**src/common/ihp_pkg.sv**
```systemverilog
// Purpose: shared constants and carriers for the ISA/EISA host bus port
// Assumes: one core clock at 25 MHz, synchronous active-high reset
// Notes: host pins are grouped in one struct so they share one synchroniser
package ihp_pkg;

   localparam int CLK_HZ = 25_000_000;
   localparam int SYNC_STAGES = 3;
   localparam int FIFO_DEPTH = 8;
   localparam int DATA_W = 32;
   localparam int LANES = 4;
   localparam int ISA_LANES = 2;

   // Address field positions
   localparam int ADDR_MSB = 15;
   localparam int ADDR_LSB_ISA = 1;
   localparam int ADDR_LSB_EISA = 2;
   localparam int WIN_LSB = 4;

   // Values after reset
   localparam logic ASYNC_READY_OUT_RST = 1'b1;
   localparam logic LDEV_N_RST = 1'b1;
   localparam logic [3:0] BE_N_IDLE = 4'hF;
   localparam logic [3:0] OE_RST = 4'h0;
   localparam logic [31:0] DATA_RST = 32'h0000_0000;
   localparam logic [15:1] ADDR_RST = 15'h0000;

   typedef struct packed {
      logic rd_n;
      logic wr_n;
      logic ads_n;
      logic qual;
      logic dack_n;
      logic exrdy;
      logic eisa;
      logic [3:0] be_n;
      logic [15:1] addr;
      logic [31:0] data;
   } ihp_pins_t;

   localparam ihp_pins_t PINS_RST = '{
      rd_n: 1'b1, wr_n: 1'b1, ads_n: 1'b1, qual: 1'b1, dack_n: 1'b1,
      exrdy: 1'b1, eisa: 1'b0, be_n: 4'hF, addr: 15'h0000, data: 32'h0000_0000};

   // One write toward the register file or packet buffer
   typedef struct packed {
      logic [15:1] addr;
      logic [3:0] be_n;
      logic [31:0] data;
      logic dma;
   } ihp_acc_t;

   localparam int ACC_W = $bits(ihp_acc_t);
   localparam ihp_acc_t ACC_RST = '{addr: 15'h0000, be_n: 4'hF, data: 32'h0000_0000, dma: 1'b0};

   typedef enum logic [2:0] {
      ST_IDLE,
      ST_RD_WAIT,
      ST_RD_HOLD,
      ST_WR_HOLD,
      ST_WR_PUSH
   } ihp_state_t;

endpackage

```
**src/ihp_fifo.sv**
```systemverilog
// Purpose: write buffer between host strobes and the internal access port
// Assumes: DEPTH is a power of two
// Notes: output word is registered, so the consumer sees flop outputs
`timescale 1ns/1ns
module ihp_fifo #(
   parameter int WIDTH = 52,
   parameter int DEPTH = 8
) (
   // Clock and reset
   input wire logic core_clk_i,
   input wire logic sys_rst_i,
   // Filling side
   input wire logic in_valid_i,
   output logic in_ready_o,
   input wire logic [WIDTH-1:0] in_data_i,
   // Draining side
   output logic out_valid_o,
   input wire logic out_ready_i,
   output logic [WIDTH-1:0] out_data_o
);
   localparam int PW = $clog2(DEPTH);
   localparam int CW = $clog2(DEPTH + 1);

   logic [WIDTH-1:0] mem_q [DEPTH];
   logic [PW-1:0] wr_ptr_q;
   logic [PW-1:0] rd_ptr_q;
   logic [CW-1:0] count_q;
   logic push;
   logic pop;

   assign in_ready_o = (count_q != CW'(DEPTH));
   assign push = in_valid_i && in_ready_o;
   // Refill the output stage whenever it is empty or being taken
   assign pop = (count_q != '0) && (!out_valid_o || out_ready_i);

   always_ff @(posedge core_clk_i) begin
      if (push) begin
         mem_q[wr_ptr_q] <= in_data_i;
      end
   end

   always_ff @(posedge core_clk_i) begin
      if (sys_rst_i) begin
         wr_ptr_q <= '0;
         rd_ptr_q <= '0;
         count_q <= '0;
      end else begin
         if (push) begin
            wr_ptr_q <= wr_ptr_q + 1'b1;
         end
         if (pop) begin
            rd_ptr_q <= rd_ptr_q + 1'b1;
         end
         count_q <= count_q + CW'(push) - CW'(pop);
      end
   end

   always_ff @(posedge core_clk_i) begin
      if (sys_rst_i) begin
         out_valid_o <= 1'b0;
         out_data_o <= '0;
      end else if (pop) begin
         out_valid_o <= 1'b1;
         out_data_o <= mem_q[rd_ptr_q];
      end else if (out_ready_i) begin
         out_valid_o <= 1'b0;
      end
   end

endmodule

```
**src/ihp_host_port.sv**
```systemverilog
// Purpose: ISA (16-bit) / EISA (32-bit slave with DMA) host bus port
// Assumes: host strobes are asynchronous to core_clk_i; internal side is synchronous
// Notes: writes are buffered, reads go straight to the internal read port
`timescale 1ns/1ns
module ihp_host_port (
   // Clock and reset
   input wire logic core_clk_i,
   input wire logic sys_rst_i,
   // Host strobes and qualifiers
   input wire logic read_strobe_n_i,
   input wire logic write_strobe_n_i,
   input wire logic address_strobe_n_i,
   input wire logic io_decode_qualifier_i,
   input wire logic [3:0] byte_lane_select_n_i,
   input wire logic [15:1] addr_i,
   // Host data bus, split into three signals
   input wire logic [31:0] data_i,
   output logic [31:0] data_o,
   output logic [3:0] data_oe_o,
   // Host handshake and decode
   output logic async_ready_out_o,
   output logic local_device_decode_n_o,
   // EISA DMA and mode
   input wire logic dma_ack_n_i,
   input wire logic exrdy_i,
   input wire logic eisa_mode_i,
   // I/O window base from configuration
   input wire logic [15:4] io_base_i,
   // Internal read port
   output logic rd_req_o,
   output logic [15:1] rd_addr_o,
   output logic [3:0] rd_be_n_o,
   input wire logic rd_valid_i,
   input wire logic [31:0] rd_data_i,
   // Internal write port
   output logic acc_valid_o,
   input wire logic acc_ready_i,
   output ihp_pkg::ihp_acc_t acc_o
);

   ihp_pkg::ihp_pins_t pins_raw;
   ihp_pkg::ihp_pins_t s1_q;
   ihp_pkg::ihp_pins_t s2_q;
   ihp_pkg::ihp_pins_t s3_q;
   ihp_pkg::ihp_pins_t pin_q;
   ihp_pkg::ihp_pins_t prev_q;
   logic [$bits(ihp_pkg::ihp_pins_t)-1:0] pin_agree;

   ihp_pkg::ihp_state_t state_q;
   logic async_ready_out_q;
   logic ldev_n_q;
   logic rd_req_q;
   logic [15:1] rd_addr_q;
   logic [3:0] rd_be_n_q;
   logic [31:0] dout_q;
   logic [3:0] oe_q;

   logic [15:1] lat_addr_q;
   logic [3:0] lat_be_n_q;
   logic lat_qual_q;
   logic [15:1] eff_addr;
   logic [3:0] eff_be_n;
   logic eff_qual;
   logic hit;

   logic rd_fall;
   logic rd_rise;
   logic wr_fall;
   logic wr_rise;
   logic ads_rise;
   logic in_dma;
   logic eisa;

   logic [15:1] wr_addr_q;
   logic [3:0] wr_be_n_q;
   ihp_pkg::ihp_acc_t push_q;
   logic push_valid_q;
   logic fifo_ready;
   ihp_pkg::ihp_acc_t dma_word_q;
   logic dma_pend_q;
   logic [3:0] lane_en;
   logic [31:0] lane_mask;

   assign pins_raw = '{
      rd_n: read_strobe_n_i, wr_n: write_strobe_n_i, ads_n: address_strobe_n_i,
      qual: io_decode_qualifier_i, dack_n: dma_ack_n_i, exrdy: exrdy_i, eisa: eisa_mode_i,
      be_n: byte_lane_select_n_i, addr: addr_i, data: data_i};

   // Three stages; a bit changes only once stages two and three agree
   assign pin_agree = ~(s2_q ^ s3_q);

   always_ff @(posedge core_clk_i) begin
      if (sys_rst_i) begin
         s1_q <= ihp_pkg::PINS_RST;
         s2_q <= ihp_pkg::PINS_RST;
         s3_q <= ihp_pkg::PINS_RST;
         pin_q <= ihp_pkg::PINS_RST;
      end else begin
         s1_q <= pins_raw;
         s2_q <= s1_q;
         s3_q <= s2_q;
         pin_q <= (s3_q & pin_agree) | (pin_q & ~pin_agree);
      end
   end

   always_ff @(posedge core_clk_i) begin
      if (sys_rst_i) begin
         prev_q <= ihp_pkg::PINS_RST;
      end else begin
         prev_q <= pin_q;
      end
   end

   assign eisa = pin_q.eisa;
   assign in_dma = eisa && !pin_q.dack_n;
   assign rd_fall = prev_q.rd_n && !pin_q.rd_n;
   assign rd_rise = !prev_q.rd_n && pin_q.rd_n;
   assign wr_fall = prev_q.wr_n && !pin_q.wr_n;
   assign wr_rise = !prev_q.wr_n && pin_q.wr_n;
   assign ads_rise = !prev_q.ads_n && pin_q.ads_n;

   // Address, lanes and qualifier held from the strobe's rising edge
   always_ff @(posedge core_clk_i) begin
      if (sys_rst_i) begin
         lat_addr_q <= ihp_pkg::ADDR_RST;
         lat_be_n_q <= ihp_pkg::BE_N_IDLE;
         lat_qual_q <= 1'b1;
      end else if (ads_rise) begin
         lat_addr_q <= pin_q.addr;
         lat_be_n_q <= pin_q.be_n;
         lat_qual_q <= pin_q.qual;
      end
   end

   // ISA ties the address strobe low, so the path stays transparent there
   always_comb begin
      eff_addr = pin_q.ads_n ? lat_addr_q : pin_q.addr;
      eff_be_n = pin_q.ads_n ? lat_be_n_q : pin_q.be_n;
      eff_qual = pin_q.ads_n ? lat_qual_q : pin_q.qual;
      if (eisa) begin
         eff_addr[ihp_pkg::ADDR_LSB_ISA] = 1'b0;
      end else begin
         eff_be_n[3:2] = 2'h3;
      end
   end

   // One qualifier covers both memory/IO and address enable
   assign hit = !eff_qual && (eff_addr[ihp_pkg::ADDR_MSB:ihp_pkg::WIN_LSB] == io_base_i);
   assign lane_en = ~eff_be_n;

   always_comb begin
      for (int i = 0; i < ihp_pkg::LANES; i++) begin
         lane_mask[8*i +: 8] = {8{lane_en[i]}};
      end
   end

   // Totem-pole; external open-collector buffer shares the line
   always_ff @(posedge core_clk_i) begin
      if (sys_rst_i) begin
         ldev_n_q <= ihp_pkg::LDEV_N_RST;
      end else begin
         ldev_n_q <= !hit;
      end
   end

   // Access sequencer: read request, write hold and ready
   always_ff @(posedge core_clk_i) begin
      if (sys_rst_i) begin
         state_q <= ihp_pkg::ST_IDLE;
         async_ready_out_q <= ihp_pkg::ASYNC_READY_OUT_RST;
         rd_req_q <= 1'b0;
         rd_addr_q <= ihp_pkg::ADDR_RST;
         rd_be_n_q <= ihp_pkg::BE_N_IDLE;
         wr_addr_q <= ihp_pkg::ADDR_RST;
         wr_be_n_q <= ihp_pkg::BE_N_IDLE;
      end else begin
         rd_req_q <= 1'b0;
         case (state_q)
            ihp_pkg::ST_IDLE: begin
               async_ready_out_q <= 1'b1;
               // Read strobe is assumed idle during DMA bursts
               if (rd_fall && hit && !in_dma) begin
                  rd_req_q <= 1'b1;
                  rd_addr_q <= eff_addr;
                  rd_be_n_q <= eff_be_n;
                  async_ready_out_q <= eisa;
                  state_q <= ihp_pkg::ST_RD_WAIT;
               end else if (wr_fall && hit && !in_dma) begin
                  wr_addr_q <= eff_addr;
                  wr_be_n_q <= eff_be_n;
                  async_ready_out_q <= eisa || (fifo_ready && !push_valid_q);
                  state_q <= ihp_pkg::ST_WR_HOLD;
               end
            end
            ihp_pkg::ST_RD_WAIT: begin
               if (rd_rise) begin
                  async_ready_out_q <= 1'b1;
                  state_q <= ihp_pkg::ST_IDLE;
               end else if (rd_valid_i) begin
                  async_ready_out_q <= 1'b1;
                  state_q <= ihp_pkg::ST_RD_HOLD;
               end
            end
            ihp_pkg::ST_RD_HOLD: begin
               if (rd_rise) begin
                  state_q <= ihp_pkg::ST_IDLE;
               end
            end
            ihp_pkg::ST_WR_HOLD: begin
               if (fifo_ready && !push_valid_q) begin
                  async_ready_out_q <= 1'b1;
               end
               if (wr_rise) begin
                  state_q <= ihp_pkg::ST_WR_PUSH;
               end
            end
            ihp_pkg::ST_WR_PUSH: begin
               if (!push_valid_q) begin
                  state_q <= ihp_pkg::ST_IDLE;
               end
            end
            default: begin
               state_q <= ihp_pkg::ST_IDLE;
            end
         endcase
      end
   end

   // Read data lanes: only the enabled lanes are driven
   always_ff @(posedge core_clk_i) begin
      if (sys_rst_i) begin
         dout_q <= ihp_pkg::DATA_RST;
         oe_q <= ihp_pkg::OE_RST;
      end else if (state_q == ihp_pkg::ST_RD_WAIT && rd_valid_i && !rd_rise) begin
         dout_q <= rd_data_i;
         oe_q <= ~rd_be_n_q;
      end else if (rd_rise || state_q == ihp_pkg::ST_IDLE) begin
         oe_q <= ihp_pkg::OE_RST;
      end
   end

   // DMA word waits here while the bus asks for wait states
   always_ff @(posedge core_clk_i) begin
      if (sys_rst_i) begin
         dma_pend_q <= 1'b0;
         dma_word_q <= ihp_pkg::ACC_RST;
      end else if (in_dma && wr_rise) begin
         dma_pend_q <= 1'b1;
         dma_word_q <= '{addr: eff_addr, be_n: 4'h0, data: pin_q.data, dma: 1'b1};
      end else if (dma_pend_q && pin_q.exrdy && !push_valid_q) begin
         dma_pend_q <= 1'b0;
      end
   end

   // Single push register feeds the buffer; I/O writes and DMA never overlap
   always_ff @(posedge core_clk_i) begin
      if (sys_rst_i) begin
         push_valid_q <= 1'b0;
         push_q <= ihp_pkg::ACC_RST;
      end else if (push_valid_q) begin
         if (fifo_ready) begin
            push_valid_q <= 1'b0;
         end
      end else if (state_q == ihp_pkg::ST_WR_HOLD && wr_rise) begin
         push_valid_q <= 1'b1;
         push_q <= '{addr: wr_addr_q, be_n: wr_be_n_q, data: pin_q.data & lane_mask, dma: 1'b0};
      end else if (dma_pend_q && pin_q.exrdy) begin
         push_valid_q <= 1'b1;
         push_q <= dma_word_q;
      end
   end

   ihp_fifo #(
      .WIDTH(ihp_pkg::ACC_W),
      .DEPTH(ihp_pkg::FIFO_DEPTH)
   ) u_wr_fifo (
      .core_clk_i(core_clk_i),
      .sys_rst_i(sys_rst_i),
      .in_valid_i(push_valid_q),
      .in_ready_o(fifo_ready),
      .in_data_i(push_q),
      .out_valid_o(acc_valid_o),
      .out_ready_i(acc_ready_i),
      .out_data_o(acc_o)
   );

   assign data_o = dout_q;
   assign data_oe_o = oe_q;
   assign async_ready_out_o = async_ready_out_q;
   assign local_device_decode_n_o = ldev_n_q;
   assign rd_req_o = rd_req_q;
   assign rd_addr_o = rd_addr_q;
   assign rd_be_n_o = rd_be_n_q;

endmodule

```
**config.mk**
```make
export PLATFORM = sky130hd
export DESIGN_NAME = ihp_host_port
export DESIGN_NICKNAME = d
export VERILOG_FILES = /design/src/common/ihp_pkg.sv /design/src/ihp_fifo.sv /design/src/ihp_host_port.sv
export SDC_FILE = /design/constraint.sdc
export NUM_CORES = 1
export LEC_CHECK = 0
export BUFFER_PORTS_ARGS = -buffer_cell sky130_fd_sc_hd__clkbuf_2
export CORE_MARGIN = 2
export CORE_UTILIZATION = 50
export DETAILED_ROUTE_END_ITERATION = 7
export GPL_TIMING_DRIVEN = 0
export PLACE_DENSITY = 0.7
export SETUP_SLACK_MARGIN = 0.3
export SLEW_MARGIN = 10
export SYNTH_ARGS = -nofsm -noshare
export SYNTH_HDL_FRONTEND = slang
export SYNTH_HIERARCHICAL = 1
export SYNTH_SLANG_ARGS = --single-unit
```
**constraint.sdc**
```tcl
create_clock -name core_clk_i -period 5.3 [get_ports core_clk_i]
set_clock_uncertainty 0.15 [all_clocks]
set_input_delay 0.53 -clock core_clk_i [delete_from_list [all_inputs] [get_ports core_clk_i]]
set_output_delay 0.53 -clock core_clk_i [all_outputs]
set_load 0.03 [all_outputs]
```
==> impl_metrics.yaml <==
run_status:
  outcome: "completed"
timing:
  rsz0062_at_grt: "no"
  fmax_mhz: 281
  relSlewSlack_pct: 28.1
  drv_slew: 0
  period_minus_slack_ps: 3560
  hold_viol_final: 0
  min_period_over_period_pct: 67.1
  tightest_slew_ps: 1050
  setup_viol: 0
  holdWs_ps: 256
placement:
  place_congestion: 0.892
  io_buffer_count: 215
  dp_hpwl_um: 55000
drt:
  ant_nets: 0
  wl_met1_um: 31900
  finalWirelength_um: 79900
  avgViaCountPerCell: 5.50
  first_pass_iters: 6
  vias: 21700
  dr_wl_met3_um: 4670
  drt_iter0_drc: 1516
  drc_errors: 0
  routedWlPerCell_um: 20.3
  top_layer_used: "met5"
  wl_met2_um: 40500
synth:
  async_reset_ff_share_pct: 0
  synthDistinctLibCells: 57
  synth_compound_area_share_pct: 8.79
  synth_flop_cell: "dfxtp_1"
  avgSynthCellArea_um2: 12.7
  synth-edff-count: 416
  syn_inst: 2591
  synth_top_family_by_area: "simple AND/OR/NAND/NOR gates"
  synth.area.mux_share_pct: 7.62
  synth_fa_ha_area_share_pct: 0.366
  ys_seq_area_share_pct: 68.6
  yosysWarnings: 6
  synth_xor_area_share_pct: 0.373
  synth_nets: 2706
  synth_area_um2: 32800
  yosys_register_bits: 917
  synth-simple-area-share_pct: 11.7
global_route:
  grt_max_degree: 26
  grt_use_total_pct: 23.5
  overflow: 0
  antenna_found_initial: 1
  grt_pass1_vias: 21900
  grt_pass1_wl_um: 122000
setup_path:
  cp-start-kind: "register"
  rrSetupSlack_ps: 1740
  reg2reg_from: "u_wr_fifo/count_q[2]"
  r2r_cells: 13
  r2r_end: "u_wr_fifo/count_q[2]"
  cp_max_fo: 10
  critical_path_arrival_ps: 3910
  end_kind: "register"
  crit_required_ps: 5650
  path_class: "register to register"
job:
  max_cap_viol_count: 0
cells_and_area:
  layout_commonest_cell: "dfxtp_1"
  antennaDiodeCount: 0
  drive_gt1_share_pct: 17.2
  fillers: 4936
  layout_common_cells: "dfxtp_1, edfxtp_1, nand2_1"
  syn2layout_area_growth_pct: 20.2
  nNetsFinal: 3122
  finish.utilization_pct: 61.0
floorplan:
  ioPinCount: 217
  rows: 93
  die-width_um: 260
  core_um2: 64700
  initial_core_util_pct: 50.8
  die_area_um2: 67700
  die_h_um: 260
hold_path:
  min_path_cells: 3
  hold_class: "input port to register"
  min_to: "u_wr_fifo/out_valid_o"
  worstHoldStart: "acc_ready_i"
clock_tree:
  tritoncts: "built"
  h-tree-depth: 3
  holdBufCountCts: 90
  cts-buffers-inserted: 89
  cts_max_path_buffers: 3
  cts_sinks: 917
  clk_pin_slew_ps: 60
  clkLatencyLatePin_ps: 650
  root_buffer: "clkbuf_16"
  cts-resized-gates: 0
  cts_setup_buffers: 0
power:
  ir_drop_uv: 320
  power_density_nw_per_um2: 443
  p_leak_uw: 0.0138
==> cell type report <==
cell class	count	area, um^2	share of cell area [%]
well taps	855	1070	2.71
inverters	13	48.8	0.124
clock inverters	41	529	1.34
multi-input cells	1489	9530	24.1
repair buffers	325	2380	6.04
clock buffers	127	2570	6.51
flip-flops and latches	917	22500	57.1
plain buffers	172	806	2.04
==> cells by family after synthesis <==
logic type / count (synthesis)
flip-flops: 917
AND/OR/NAND/NOR: 811
AO/OA/AOI/OAI: 472
buffers and inverters: 185
multiplexers: 183
XOR/XNOR: 14
adder cells (fa/ha/maj): 9
==> Yosys cell counts, types with 12 or more instances <==
cell | instances | share of area, %
a211o_1 | 12 | 0.32
mux2_2 | 12 | 0.41
a211oi_1 | 60 | 1.4
buf_2 | 17 | 0.26
dfxtp_1 | 501 | 31
o21ai_0 | 84 | 1.3
a311oi_1 | 31 | 0.83
or2_2 | 35 | 0.67
o21bai_1 | 12 | 0.27
nor2_1 | 168 | 1.9
edfxtp_1 | 416 | 38
nand3_1 | 49 | 0.75
nand2_1 | 278 | 3.2
clkbuf_1 | 129 | 1.5
mux4_2 | 52 | 3.6
nor2b_1 | 154 | 2.9
mux2i_1 | 118 | 3.6
nor3_1 | 81 | 1.2
inv_1 | 12 | 0.14
a221oi_1 | 16 | 0.43
o22ai_1 | 53 | 1.0
a21oi_1 | 184 | 2.8
==> routing by layer <==
metal / track usage, % / vias to the layer above
met5: 0 / -
met2: 42.1 / 752
met4: 9.71 / 2
met3: 3.64 / 178
li1: - / 10200
met1: 28.3 / 10500
==> metrics by stage <==
step	setup slack, ps	total power, uW	instances	setup TNS (ps)	area (um^2)
2_1_floorplan	1190	10100	2591	0	32800
3_3_place_gp	-1120	11000	3661	-333700	35000
3_5_place_dp	1740	11100	3681	0	35500
4_1_cts	1730	17600	3939	0	39500
5_1_grt	1620	18100	3939	0	39500
6_report	1740	17500	3939	0	39500
==> where the power goes <==
part / internal, uW / leakage (uW) / switching (uW)
clock network: 3850 / 0.00152 / 2690
registers: 7610 / 0.00792 / 166
logic: 1200 / 0.00439 / 1980
==> worst max-delay path, stage by stage, from the launching register on <==
cell	delay, ps
dfxtp_1	300
inv_1	100
ha_1	190
or3b_2	520
nand2_2	280
inv_2	220
buf_1	380
ha_1	400
inv_1	60
ha_1	150
inv_1	60
fa_1	400
xor2_1	150
nor2_1	50
==> worst max-delay path by stage <==
stage	depth (start not counted)	start	end	slack [ps]
after floorplan	7	u_wr_fifo/count_q[2]	u_wr_fifo/mem_q[2][0]	1190
after global placement	7	u_wr_fifo/count_q[2]	u_wr_fifo/mem_q[4][13]	-1120
after detailed placement	12	acc_ready_i	u_wr_fifo/count_q[2]	1740
after CTS	13	u_wr_fifo/count_q[2]	u_wr_fifo/count_q[2]	1730
after global routing	13	u_wr_fifo/count_q[2]	u_wr_fifo/count_q[2]	1620
final	13	u_wr_fifo/count_q[2]	u_wr_fifo/count_q[2]	1740
==> sequential cells by signal, indices dropped and copies added (netlist names), 4 cells and up, named ones only <==
name,cells
u_wr_fifo/mem_q,416
s1_q,58
s2_q,58
s3_q,58
push_q,52
u_wr_fifo/out_data_o,52
dma_word_q,49
data_o,32
lat_addr_q,15
rd_addr_o,15
wr_addr_q,15
data_oe_o,4
lat_be_n_q,4
rd_be_n_o,4
u_wr_fifo/count_q,4
wr_be_n_q,4
Power figures use the tool's default switching activity.
